--- config.mk ---
export PLATFORM = sky130hd
export DESIGN_NAME = ufm_write_slave_addr_pointer
export DESIGN_NICKNAME = d
export VERILOG_FILES = /design/src/ufm_pkg.sv /design/src/strap_address_latch.sv /design/src/ufm_write_slave_addr_pointer.sv
export SDC_FILE = /design/constraint.sdc
export NUM_CORES = 1
export LEC_CHECK = 0
export BUFFER_PORTS_ARGS = -buffer_cell sky130_fd_sc_hd__buf_2
export CAP_MARGIN = 20
export CORE_MARGIN = 2
export CORE_UTILIZATION = 55
export CTS_CLUSTER_SIZE = 16
export DETAILED_ROUTE_END_ITERATION = 7
export HOLD_SLACK_MARGIN = 0.06
export PLACE_DENSITY = 0.74
export SYNTH_ARGS = -nofsm -noshare
export SYNTH_HDL_FRONTEND = slang
export SYNTH_SLANG_ARGS = --single-unit
--- constraint.sdc ---
create_clock -name clk_i -period 6.1 [get_ports clk_i]
set_input_delay 1.83 -clock clk_i [delete_from_list [all_inputs] [get_ports clk_i]]
set_output_delay 1.83 -clock clk_i [all_outputs]
set_load 0.02 [all_outputs]
--- src/ufm_pkg.sv ---
// constants, state codes and layouts for the write-only serial slave
// assumes a single 200 MHz clock domain and a synchronous high reset
// How it works
// - straps are sampled after reset and soft reset into the own address
// - only the strap-derived address out of 125 is answered as own address
// - own address is one plus base-five strap value, high strap weighs most
// - only write direction accepted; no read path exists
// - broadcast address defaults to e0h, enabled after reset, volatile
// - every such device answers broadcast; master never uses it as own
// - three group addresses default to ech; only the first enabled
// - first byte after any matching address lands in the control byte
// - control byte: bits 6..0 pointer, bit 7 increment flag, reset 80h
// - byte after the soft-reset address is not a control byte
// - window chosen by flag plus mode bits 6 and 5, both reset zero
// - flag set advances pointer after every data byte written
// - setting 000b keeps pointer fixed, same register overwritten
// - setting 100b walks whole map, wraps 43h to 00h
// - setting 101b cycles brightness registers, wraps 17h to 08h
// - setting 110b cycles mode to gain registers, wraps 27h to 00h
// - setting 111b cycles group and brightness, wraps 17h to 06h
// - increment touches only pointer bits; flag bit keeps its value
// - start outside window counts up, wraps 43h to 00h, joins at end
// - bytes for unused registers are dropped, pointer still advances
// - writes to pointer range 46h..7fh are ignored entirely
package ufm_pkg;
   localparam logic [7:0] CTRL_RESET       = 8'h80;
   localparam int         CTRL_FLAG_BIT    = 7;
   localparam logic [6:0] REG_FIRST_MODE   = 7'h00;
   localparam logic [6:0] REG_GROUP_ONE    = 7'h40;
   localparam logic [6:0] REG_BROADCAST    = 7'h43;
   localparam logic [6:0] REG_RESERVED_LO  = 7'h46;
   localparam logic [6:0] WIN_MAP_LO       = 7'h00;
   localparam logic [6:0] WIN_MAP_HI       = 7'h43;
   localparam logic [6:0] WIN_BRIGHT_LO    = 7'h08;
   localparam logic [6:0] WIN_BRIGHT_HI    = 7'h17;
   localparam logic [6:0] WIN_GAIN_HI      = 7'h27;
   localparam logic [6:0] WIN_GROUP_LO     = 7'h06;
   localparam int         INCR_SELECT_HI   = 6;
   localparam int         INCR_SELECT_LO   = 5;
   localparam int         GROUP_ONE_EN_BIT = 3;
   localparam int         BCAST_EN_BIT     = 0;
   localparam int         GROUP_COUNT      = 3;
   localparam logic [7:0] MODE_RESET       = 8'h09;
   localparam logic [7:0] BCAST_RESET      = 8'he0;
   localparam logic [7:0] GROUP_RESET      = 8'hec;
   localparam logic [6:0] SWRST_ADDR       = 7'h03;
   localparam logic [7:0] SWRST_DATA       = 8'ha5;
   localparam logic [2:0] STRAP_GROUND      = 3'h0;
   localparam logic [2:0] STRAP_PULLED_DOWN = 3'h1;
   localparam logic [2:0] STRAP_FLOATING    = 3'h2;
   localparam logic [2:0] STRAP_PULLED_UP   = 3'h3;
   localparam logic [2:0] STRAP_SUPPLY      = 3'h4;
   localparam logic [6:0] ADDR_BASE        = 7'h01;
   localparam logic [6:0] STRAP_HIGH_WT    = 7'h19;
   localparam logic [6:0] STRAP_MID_WT     = 7'h05;
   localparam logic [1:0] STRAP_SETTLE     = 2'h3;
   localparam logic [3:0] BYTE_BITS        = 4'h8;
   localparam logic [3:0] LAST_BIT         = 4'h7;

   typedef enum logic [4:0] {
      ST_IDLE = 5'b00001,
      ST_ADDR = 5'b00010,
      ST_CTRL = 5'b00100,
      ST_DATA = 5'b01000,
      ST_SWR  = 5'b10000
   } slave_state_e;
endpackage

--- src/strap_address_latch.sv ---
// strap sampler: turns three five-level strap codes into the own address
// assumes strap codes arrive asynchronously and stay stable after power-up
`timescale 1ns/1ps
module strap_address_latch (
   input  wire logic       clk_i,
   input  wire logic       srst_i,
   input  wire logic       resample_i,
   input  wire logic [2:0] addr_strap_high_i,
   input  wire logic [2:0] addr_strap_mid_i,
   input  wire logic [2:0] addr_strap_low_i,
   output logic      [6:0] own_addr_o,
   output logic            addr_valid_o
);
   import ufm_pkg::*;

   logic [8:0] strap_meta;
   logic [8:0] strap_sync;
   logic [1:0] settle;
   logic [6:0] strap_sum;

   // two-stage synchroniser; meta stage feeds only the sync stage
   always_ff @(posedge clk_i) begin
      strap_meta <= {addr_strap_high_i, addr_strap_mid_i, addr_strap_low_i};
      strap_sync <= strap_meta;
   end

   assign strap_sum = ADDR_BASE
                    + 7'({4'h0, strap_sync[8:6]}) * STRAP_HIGH_WT
                    + 7'({4'h0, strap_sync[5:3]}) * STRAP_MID_WT
                    + 7'({4'h0, strap_sync[2:0]});

   // capture after reset release
   // waits for fresh synchroniser contents before taking the address
   always_ff @(posedge clk_i) begin
      if (srst_i) begin
         settle       <= STRAP_SETTLE;
         addr_valid_o <= 1'b0;
         own_addr_o   <= 7'h00;
      end else if (resample_i) begin
         settle <= STRAP_SETTLE;
      end else if (settle != 2'h0) begin
         settle <= settle - 2'h1;
         if (settle == 2'h1) begin
            own_addr_o   <= strap_sum;
            addr_valid_o <= 1'b1;
         end
      end
   end

   chk_strap_capture: assert property (
      @(posedge clk_i) disable iff (srst_i)
      (settle == 2'h1 && !resample_i) |=>
         (addr_valid_o && own_addr_o == $past(strap_sum)))
      else $error("own address not taken from straps");

   chk_strap_timing: assert property (
      @(posedge clk_i) disable iff (srst_i)
      $fell(srst_i) |-> ##2 (settle == 2'h1))
      else $error("strap capture not three cycles after reset");
endmodule

--- src/ufm_write_slave_addr_pointer.sv ---
// write-only serial slave: address match, control byte, pointer stepping
// assumes scl and sda come from pins and are sampled by the 200 MHz clock;
// the bus clock (125 ns bench period) gives 25 samples per bit
`timescale 1ns/1ps
module ufm_write_slave_addr_pointer (
   input  wire logic       clk_i,
   input  wire logic       srst_i,
   input  wire logic       scl_i,
   input  wire logic       sda_i,
   output logic            sda_o,
   output logic            sda_oe_o,
   input  wire logic [2:0] addr_strap_high_i,
   input  wire logic [2:0] addr_strap_mid_i,
   input  wire logic [2:0] addr_strap_low_i,
   output logic            wr_en_o,
   output logic      [6:0] wr_addr_o,
   output logic      [7:0] wr_data_o,
   output logic            sw_reset_o,
   output logic      [7:0] ctrl_byte_o
);
   import ufm_pkg::*;

   logic                   scl_meta;
   logic                   scl_sync;
   logic                   scl_prev;
   logic                   sda_meta;
   logic                   sda_sync;
   logic                   sda_prev;
   logic                   scl_rise;
   logic                   scl_fall;
   logic                   start_seen;
   logic                   stop_seen;
   logic [6:0]             shreg;
   logic [7:0]             full_byte;
   logic [3:0]             bit_cnt;
   logic                   ninth;
   logic                   byte_done;
   logic                   ack_pend;
   logic                   next_ack;
   slave_state_e           state;
   slave_state_e           next_state;
   logic [7:0]             ctrl;
   logic [7:0]             mode;
   logic [7:0]             bcast;
   logic [7:0]             group_addr [GROUP_COUNT];
   logic [GROUP_COUNT-1:0] hit_grp;
   logic [6:0]             own_addr;
   logic                   addr_valid;
   logic                   hit_own;
   logic                   hit_bcast;
   logic                   is_write;
   logic                   addr_ack;
   logic                   swr_ack;
   logic                   swr_hit;
   logic                   data_byte;
   logic                   wr_ok;
   logic                   clr;
   logic [6:0]             ptr;
   logic [1:0]             incr_sel;
   logic [6:0]             next_ptr;

   // an address register matches on its upper seven bits only
   function automatic logic addr_match(input logic [7:0] b,
                                       input logic [7:0] a);
      return b[7:1] == a[7:1];
   endfunction

   // climb, wrap at map end, join window at its end
   function automatic logic [6:0] step_pointer(input logic [6:0] p,
                                               input logic       f,
                                               input logic [1:0] s);
      logic [6:0] lo;
      logic [6:0] hi;
      lo = WIN_MAP_LO;
      hi = WIN_MAP_HI;
      case (s)
         2'b01: begin
            lo = WIN_BRIGHT_LO;
            hi = WIN_BRIGHT_HI;
         end
         2'b10: begin
            lo = WIN_MAP_LO;
            hi = WIN_GAIN_HI;
         end
         2'b11: begin
            lo = WIN_GROUP_LO;
            hi = WIN_BRIGHT_HI;
         end
         default: begin
            lo = WIN_MAP_LO;
            hi = WIN_MAP_HI;
         end
      endcase
      if (!f)
         return p;
      else if (p == hi)
         return lo;
      else if (p == WIN_MAP_HI)
         return WIN_MAP_LO;
      else
         return p + 7'h01;
   endfunction

   strap_address_latch u_strap (
      .clk_i             (clk_i),
      .srst_i            (srst_i),
      .resample_i        (sw_reset_o),
      .addr_strap_high_i (addr_strap_high_i),
      .addr_strap_mid_i  (addr_strap_mid_i),
      .addr_strap_low_i  (addr_strap_low_i),
      .own_addr_o        (own_addr),
      .addr_valid_o      (addr_valid)
   );

   // pins cross into the clock domain through two flops each
   always_ff @(posedge clk_i) begin
      scl_meta <= scl_i;
      scl_sync <= scl_meta;
      scl_prev <= scl_sync;
      sda_meta <= sda_i;
      sda_sync <= sda_meta;
      sda_prev <= sda_sync;
   end

   // bus events; start and stop need scl high on both samples
   assign scl_rise   = scl_sync & ~scl_prev;
   assign scl_fall   = ~scl_sync & scl_prev;
   assign start_seen = scl_sync & scl_prev & sda_prev & ~sda_sync;
   assign stop_seen  = scl_sync & scl_prev & ~sda_prev & sda_sync;
   assign full_byte  = {shreg, sda_sync};
   assign byte_done  = scl_rise & (bit_cnt == LAST_BIT);

   // decoding of the address byte
   assign is_write  = ~full_byte[0];
   assign hit_own   = addr_valid & (full_byte[7:1] == own_addr);
   assign hit_bcast = mode[BCAST_EN_BIT] & addr_match(full_byte, bcast);
   assign addr_ack  = is_write & (hit_own | hit_bcast | (|hit_grp));
   assign swr_ack   = is_write & (full_byte[7:1] == SWRST_ADDR);
   assign swr_hit   = byte_done & (state == ST_SWR)
                    & (full_byte == SWRST_DATA);

   // pointer and window selection
   assign ptr       = ctrl[6:0];
   assign incr_sel  = {mode[INCR_SELECT_HI], mode[INCR_SELECT_LO]};
   assign next_ptr  = step_pointer(ptr, ctrl[CTRL_FLAG_BIT], incr_sel);
   assign data_byte = byte_done & (state == ST_DATA);
   assign wr_ok     = data_byte & (ptr < REG_RESERVED_LO);
   assign clr       = srst_i | sw_reset_o;

   // byte sequencing and acknowledge decision
   always_comb begin
      next_state = state;
      next_ack   = 1'b0;
      if (byte_done) begin
         case (state)
            ST_ADDR: begin
               // ack only a matching write address
               if (addr_ack) begin
                  next_state = ST_CTRL;
                  next_ack   = 1'b1;
               end else if (swr_ack) begin
                  next_state = ST_SWR;
                  next_ack   = 1'b1;
               end else begin
                  next_state = ST_IDLE;
               end
            end
            ST_CTRL: begin
               next_state = ST_DATA;
               next_ack   = 1'b1;
            end
            ST_DATA: begin
               next_ack = 1'b1;
            end
            ST_SWR: begin
               next_state = ST_IDLE;
               next_ack   = swr_hit;
            end
            ST_IDLE: begin
               next_state = ST_IDLE;
            end
            default: begin
               next_state = ST_IDLE;
            end
         endcase
      end
   end

   // bit shifter; only the eight data clocks load it
   always_ff @(posedge clk_i) begin
      if (srst_i)
         shreg <= 7'h00;
      else if (scl_rise && bit_cnt != BYTE_BITS)
         shreg <= full_byte[6:0];
   end

   // frame control: start restarts the byte count, stop parks the slave;
   // the ack is driven from the eighth fall to the ninth fall
   always_ff @(posedge clk_i) begin
      if (srst_i) begin
         state    <= ST_IDLE;
         bit_cnt  <= 4'h0;
         ninth    <= 1'b0;
         ack_pend <= 1'b0;
         sda_oe_o <= 1'b0;
      end else if (start_seen || stop_seen) begin
         state    <= start_seen ? ST_ADDR : ST_IDLE;
         bit_cnt  <= 4'h0;
         ninth    <= 1'b0;
         ack_pend <= 1'b0;
         sda_oe_o <= 1'b0;
      end else begin
         state <= next_state;
         if (scl_rise && bit_cnt != BYTE_BITS)
            bit_cnt <= bit_cnt + 4'h1;
         if (scl_rise && bit_cnt == BYTE_BITS)
            ninth <= 1'b1;
         if (byte_done)
            ack_pend <= next_ack;
         if (scl_fall && bit_cnt == BYTE_BITS) begin
            if (ninth) begin
               sda_oe_o <= 1'b0;
               bit_cnt  <= 4'h0;
               ninth    <= 1'b0;
            end else begin
               sda_oe_o <= ack_pend;
            end
         end
      end
   end

   // open-drain: only ever pulls low, the enable does the work
   always_ff @(posedge clk_i) begin
      sda_o <= 1'b0;
   end

   // control byte load and pointer step
   // a soft reset clears it two cycles after the reset byte
   always_ff @(posedge clk_i) begin
      if (clr)
         ctrl <= CTRL_RESET;
      else if (byte_done && state == ST_CTRL)
         ctrl <= full_byte;
      else if (data_byte)
         ctrl[6:0] <= next_ptr;
   end

   // mode copy holds select and enable bits
   always_ff @(posedge clk_i) begin
      if (clr)
         mode <= MODE_RESET;
      else if (wr_ok && ptr == REG_FIRST_MODE)
         mode <= full_byte;
   end

   always_ff @(posedge clk_i) begin
      if (clr)
         bcast <= BCAST_RESET;
      else if (wr_ok && ptr == REG_BROADCAST)
         bcast <= full_byte;
   end

   // three group addresses, enables from mode bits 3..1
   genvar g;
   generate
      for (g = 0; g < GROUP_COUNT; g++) begin : g_group
         always_ff @(posedge clk_i) begin
            if (clr)
               group_addr[g] <= GROUP_RESET;
            else if (wr_ok && ptr == REG_GROUP_ONE + 7'(g))
               group_addr[g] <= full_byte;
         end
         assign hit_grp[g] = mode[GROUP_ONE_EN_BIT - g]
                           & addr_match(full_byte, group_addr[g]);
      end
   endgenerate

   // register write strobe; unused targets just see no strobe
   always_ff @(posedge clk_i) begin
      if (srst_i) begin
         wr_en_o    <= 1'b0;
         wr_addr_o  <= 7'h00;
         wr_data_o  <= 8'h00;
         sw_reset_o <= 1'b0;
      end else begin
         wr_en_o    <= wr_ok;
         sw_reset_o <= swr_hit;
         if (wr_ok) begin
            wr_addr_o <= ptr;
            wr_data_o <= full_byte;
         end
      end
   end

   assign ctrl_byte_o = ctrl;

   chk_ctrl_reset: assert property (
      @(posedge clk_i) disable iff (srst_i)
      $fell(srst_i) |-> (ctrl == CTRL_RESET && mode == MODE_RESET))
      else $error("control or mode not at reset value");

   chk_first_byte: assert property (
      @(posedge clk_i) disable iff (srst_i)
      (byte_done && state == ST_CTRL) |=>
         (ctrl == $past(full_byte) && !wr_en_o && state == ST_DATA))
      else $error("first byte not taken as control byte");

   chk_ptr_fixed: assert property (
      @(posedge clk_i) disable iff (srst_i)
      (data_byte && !ctrl[CTRL_FLAG_BIT] && incr_sel == 2'b00) |=>
         (ptr == $past(ptr)))
      else $error("pointer moved without increment");

   chk_wrap_map: assert property (
      @(posedge clk_i) disable iff (srst_i)
      (data_byte && ctrl[CTRL_FLAG_BIT] && incr_sel == 2'b00
       && ptr == 7'h43) |=> (ptr == 7'h00))
      else $error("full map wrap wrong");

   chk_wrap_bright: assert property (
      @(posedge clk_i) disable iff (srst_i)
      (data_byte && ctrl[CTRL_FLAG_BIT] && incr_sel == 2'b01
       && ptr == 7'h17) |=> (ptr == 7'h08))
      else $error("brightness wrap wrong");

   chk_wrap_gain: assert property (
      @(posedge clk_i) disable iff (srst_i)
      (data_byte && ctrl[CTRL_FLAG_BIT] && incr_sel == 2'b10
       && ptr == 7'h27) |=> (ptr == 7'h00))
      else $error("gain window wrap wrong");

   chk_wrap_group: assert property (
      @(posedge clk_i) disable iff (srst_i)
      (data_byte && ctrl[CTRL_FLAG_BIT] && incr_sel == 2'b11
       && ptr == 7'h17) |=> (ptr == 7'h06))
      else $error("group window wrap wrong");

   chk_outside_wrap: assert property (
      @(posedge clk_i) disable iff (srst_i)
      (data_byte && ctrl[CTRL_FLAG_BIT] && incr_sel == 2'b01
       && ptr == 7'h43) |=> (ptr == 7'h00))
      else $error("outside start did not wrap to zero");

   chk_step_flag_kept: assert property (
      @(posedge clk_i) disable iff (srst_i)
      (data_byte && ctrl[CTRL_FLAG_BIT] && ptr == 7'h10) |=>
         (ctrl[CTRL_FLAG_BIT] && ptr == 7'h11))
      else $error("step changed flag or missed increment");

   chk_write_strobe: assert property (
      @(posedge clk_i) disable iff (srst_i)
      (data_byte && ptr < REG_RESERVED_LO) |=>
         (wr_en_o && wr_addr_o == $past(ptr)
          && wr_data_o == $past(full_byte)) ##1 !wr_en_o)
      else $error("data write strobe wrong");

   chk_reserved_drop: assert property (
      @(posedge clk_i) disable iff (srst_i)
      (data_byte && ptr >= REG_RESERVED_LO) |=>
         (!wr_en_o && $stable(mode) && $stable(bcast)))
      else $error("reserved pointer write took effect");

   chk_read_refused: assert property (
      @(posedge clk_i) disable iff (srst_i)
      (byte_done && state == ST_ADDR && full_byte[0]) |=>
         (!ack_pend && state == ST_IDLE))
      else $error("read request acknowledged");

   chk_bcast_answer: assert property (
      @(posedge clk_i) disable iff (srst_i)
      (byte_done && state == ST_ADDR && is_write && hit_bcast) |=>
         (ack_pend && state == ST_CTRL))
      else $error("broadcast address not answered");

   chk_ack_drive: assert property (
      @(posedge clk_i) disable iff (srst_i)
      (scl_fall && bit_cnt == BYTE_BITS && !ninth) |=>
         (sda_oe_o == $past(ack_pend)))
      else $error("ack drive does not follow decision");

   chk_swrst_bypass: assert property (
      @(posedge clk_i) disable iff (srst_i)
      swr_hit |=> (sw_reset_o && $stable(ctrl)) ##1 (ctrl == CTRL_RESET))
      else $error("soft reset byte touched control byte");
endmodule
After elaboration in Yosys (flattened, before gate mapping)
Memory sizes are Yosys's and may differ from the RTL's.
Index checks and enable logic that the tools add are counted.
{"block": "totals", "ff_bits": 93, "latch_bits": 0, "ramBits": 24, "romBits": 0, "input_bits": 13, "elab_cells": 149, "n_memories": 1}
{"name": "group_addr", "words": 3, "word_bits": 8, "read_ports": 3, "rd_ports_with_merged_regs": 0, "wr": 3, "line": "ufm_write_slave_addr_pointer.sv:45", "rtl": "logic [7:0] group_addr [GROUP_COUNT];"}
{"block": "classes", "n_addsub": 6, "multipliers": 2, "n_div": 0, "magnitude_cmp": 1, "n_eq_ne": 24, "shift": 0, "mux": 37, "n_bitwise": 30, "n_reduce_logical": 23}
{"op": "7-bit equality test", "n": 6}
{"op": "7-bit 2-to-1 mux", "n": 5}
{"op": "7-bit equality test (second input constant)", "n": 4}
{"op": "8-bit 2-to-1 mux", "n": 3}
{"op": "5-bit 2-to-1 mux", "n": 4}
{"op": "1-bit bitwise AND", "n": 19}
{"op": "1-bit 2-to-1 mux", "n": 17}
{"op": "5-bit case mux with 3 select lines", "n": 1}
{"op": "7-bit case mux with 2 select lines", "n": 1}
{"op": "4-bit 2-to-1 mux", "n": 3}
{"op": "1-bit logical AND", "n": 9}
{"op": "8-bit equality test (second input constant)", "n": 1}
{"op": "4-bit case mux with 2 select lines", "n": 1}
{"op": "2-bit nonzero test", "n": 4}
{"op": "2-bit OR reduction", "n": 4}
{"op": "1-bit by 7-bit adder with 7-bit output (first input constant)", "n": 1}
{"op": "7-bit by 1-bit adder with 7-bit output (second input constant)", "n": 1}
{"op": "7-bit by 3-bit adder with 7-bit output", "n": 1}
{"op": "7-bit by 6-bit adder with 7-bit output", "n": 1}
{"op": "7-bit by 2-bit equality test with 1-bit output (second input constant)", "n": 1}
{"op": "7-bit zero test", "n": 1}
{"op": "7-bit < comparator (second input constant)", "n": 1}
{"op": "3-bit by 5-bit multiplier with 7-bit output (second input constant)", "n": 1}
{"op": "3-bit by 3-bit multiplier with 6-bit output (second input constant)", "n": 1}
{"op": "other kinds (20)", "n": 32}

Longest topological paths before layout
{"block": "depth", "ltp_word": 10, "depth_mapped": 11, "ltp_nobuf": 11}

Cells and area by module
A second synthesis with hierarchy kept.
{"block": "hier_totals", "cells_unflattened": 550, "area_unflattened_um2": 5341.4}
{"module": "ufm_write_slave_addr_pointer", "instances": 1, "cells_each": 442, "area_per_inst_um2": 4077.7, "seq_area_each_um2": 1891.8}
{"module": "strap_address_latch", "instances": 1, "cells_each": 108, "area_per_inst_um2": 1263.7, "seq_area_each_um2": 560.5}

Least setup slack after synthesis
OpenSTA, ideal clock, no wires.
{"block": "synth_path", "path_type": "input -> register", "startpoint": "in srst_i", "endpoint": "mem group_addr[0][2] (data pin)", "setup_ns": 0.265, "arrival_ns": 2.815, "setup_slack_ns": 3.020, "path_stages": 4, "path_buffers": 2, "path_cell_list": "or2_2 clkbuf_1 clkbuf_1 or3_1"}
{"element": "start: declaration", "line": "ufm_write_slave_addr_pointer.sv:7", "rtl": "input wire logic srst_i,"}
{"element": "end: declaration", "line": "ufm_write_slave_addr_pointer.sv:45"}

==> impl_metrics.py <==
metrics = {
    "clocking": {
        "clockRootBuffer": "clkbuf_8",
        "cts_hold_buf": 0,
        "h-tree-depth": 3,
        "cts_tree": "done",
        "cts_sinks": 112,
        "cts_resized": 0,
        "clk_path_buf_depth": 2,
        "clk_pin_slew_ns": 0.11,
        "clock_latency_ns": 0.37,
        "cts_setup_buffers": 0,
        "cts-buffers-inserted": 9,
    },
    "cells_and_area": {
        "syn2layout_area_growth_pct": 8.08,
        "drive_above_1_share_pct": 12.2,
        "diodes": 0,
        "fin_nets": 609,
        "num-fill-cells": 833,
    },
    "synthesis": {
        "yosys.area.top_type": "dfxtp_1",
        "synth_warnings": 0,
        "syn-num-nets": 595,
        "syn_avg_cell_area_um2": 9.89,
        "ys_top_cells_by_area": "dfxtp_1, edfxtp_1, xnor2_1",
        "synthArstFlopShare_pct": 0,
        "synth_most_common_cell": "dfxtp_1",
        "synthTopCellsByCount": "dfxtp_1, nor2_1, xnor2_1",
        "synth_cell_type_count": 61,
        "synth_top_flop_cell": "dfxtp_1",
        "synth-edff-count": 21,
        "yosys.area.top_type_share_pct": 33.6,
        "ys_ff_latch": 112,
        "synth_cells": 548,
        "synth_area_um2": 5420,
        "synth_seq_area_share_pct": 45.2,
    },
    "global_route": {
        "grt_pass1_vias": 3825,
        "grt_max_degree": 42,
        "grt_overflow": 0,
        "grt.total_usage_pct": 21.6,
        "grt_pass1_wl_mm": 18.0,
        "antenna_found_initial": 0,
    },
    "route": {
        "drt_iter0_drc": 156,
        "vias": 3901,
        "routedWlPerCell_um": 15.6,
        "firstDrtPassIters": 4,
        "drc": 0,
        "ant_nets": 0,
        "drt_wl_total_mm": 10.9,
        "vias_per_cell": 5.57,
    },
    "timing": {
        "setup_tns_ns": 0,
        "slew_violations": 0,
        "rsz0062_at_grt": "false",
        "hold_viol": 0,
        "period_share_pct": 54.3,
        "slew_headroom_pct": 30.8,
        "finalClockSkew_ns": 0.0116,
        "fin_crit_ns": 3.31,
        "fmax_ghz": 0.302,
        "worst_pin_slew_ns": 1.04,
        "setup_viol_count_final": 0,
    },
    "placement": {
        "place.port_buffers": 38,
        "dp_hpwl_mm": 7.65,
        "place.gp.congestion": 0.808,
    },
    "pwr": {
        "p_leak_nw": 2.32,
        "vdd_drop_max_uv": 132,
        "power.total_w": 0.00146,
        "powerDensity_nw_per_um2": 249,
    },
    "floorplanning": {
        "top_level_ports": 40,
        "die_h_um": 103,
        "dieArea_um2": 10700,
        "die_w_um": 103,
        "initial_utilization_pct": 56.0,
        "num_rows": 36,
        "core_um2": 9680,
    },
    "critical_path": {
        "worstSetupStartpointType": "input pin",
        "criticalPathCategory": "in2reg",
        "cp_max_fo": 41,
        "worstPathArrival_ns": 3.42,
        "crit_required_ns": 6.20,
        "end_kind": "register",
    },
    "min_path": {
        "hold_class": "reg2reg",
    },
    "status": {
        "status": "finished, final reports clean",
    },
    "flow_run": {
        "drv_cap": 0,
    },
}
[flip-flops by register name, indices dropped and copies added, names as in the netlist, 4 cells and up]
register and cells:
ctrl_byte_o 8, bit_cnt 4, u_strap.strap_sync 9, shreg 7, u_strap.strap_meta 9, state 5, mode 6, wr_addr_o 7
wr_data_o 8, group_addr 21, u_strap.own_addr_o 7, bcast 7
[cells by family after synthesis]
logic type	synth area share, %
buffers and inverters	3.65
flip-flops	45.2
multiplexers	6.49
AO/OA/AOI/OAI	7.43
adder cells (fa/ha/maj)	8.40
other	0.0692
AND/OR/NAND/NOR	21.0
XOR/XNOR	7.76
[metrics by stage]
step	instances	utilization, %	worst slack, ns	cell area (um^2)	hold WS, ns
final	700	60.5	2.79	5860	0.339
after global routing	700	60.5	2.68	5860	0.345
after CTS	700	60.5	2.80	5860	0.342
after detailed placement	684	58.2	2.41	5640	0.314
after global placement	684	58.2	2.50	5640	0.310
after floorplan	548	-	3.02	5420	0.310
[path summary, 6_finish.rpt]
| check | from | end | slack, ns | cells after the start |
|---|---|---|---|---|
| max | srst_i | group_addr[1][7]$_SDFFCE_PN1P_ | 2.79 | 4 |
| min | u_strap.strap_meta[3]$_DFF_P_ | u_strap.strap_sync[3]$_DFF_P_ | 0.34 | 0 |
| max reg2reg | state[1]$_SDFFE_PP0P_ | group_addr[2][3]$_SDFFCE_PN1P_ | 2.88 | 5 |
| min reg2reg | u_strap.strap_meta[3]$_DFF_P_ | u_strap.strap_sync[3]$_DFF_P_ | 0.34 | 0 |
[power by group]
group	switching, W	leakage [nW]	internal [W]	total [W]
Clock	0.000275	0.110	0.000187	0.000461
Combinational	0.0000998	1.30	0.0000918	0.000192
Sequential	0.0000272	0.910	0.000779	0.000806
Total	0.000402	2.32	0.00106	0.00146
[layer usage]
metal / track usage [%] / vias up / wire length [um]
met5: 0 / - / 0
met4: 6.78 / 0 / 122
met3: 3.76 / 13 / 476
met2: 36.3 / 87 / 5340
met1: 28.5 / 1858 / 5000
li1: - / 1943 / -
[layout by cell type (no fill, tap or decap), types with 17 or more instances in the layout]
cell type and instances:
a21oi_1 19, mux2i_1 34, nand2_1 27, xnor2_1 44, nor3_1 17, nand3_1 17
ha_1 30, buf_2 38, edfxtp_1 21, nor2_1 58, dfxtp_1 91
[critical path: stages]
cell      delay (ns)
buf_2           0.34
or2_2           0.63
nor4_4          0.48
nand2b_1        0.12
[cell type report]
class | count | area [um^2] | area share (%)
multi-input combinational | 387 | 2770 | 47.3
clock buffer | 10 | 149 | 2.54
sequential | 112 | 2450 | 41.9
clock inverter | 6 | 70.1 | 1.20
inverter | 12 | 45.0 | 0.769
tap | 133 | 166 | 2.84
timing repair buffer | 40 | 205 | 3.50
(Power assumes the default switching activity.)
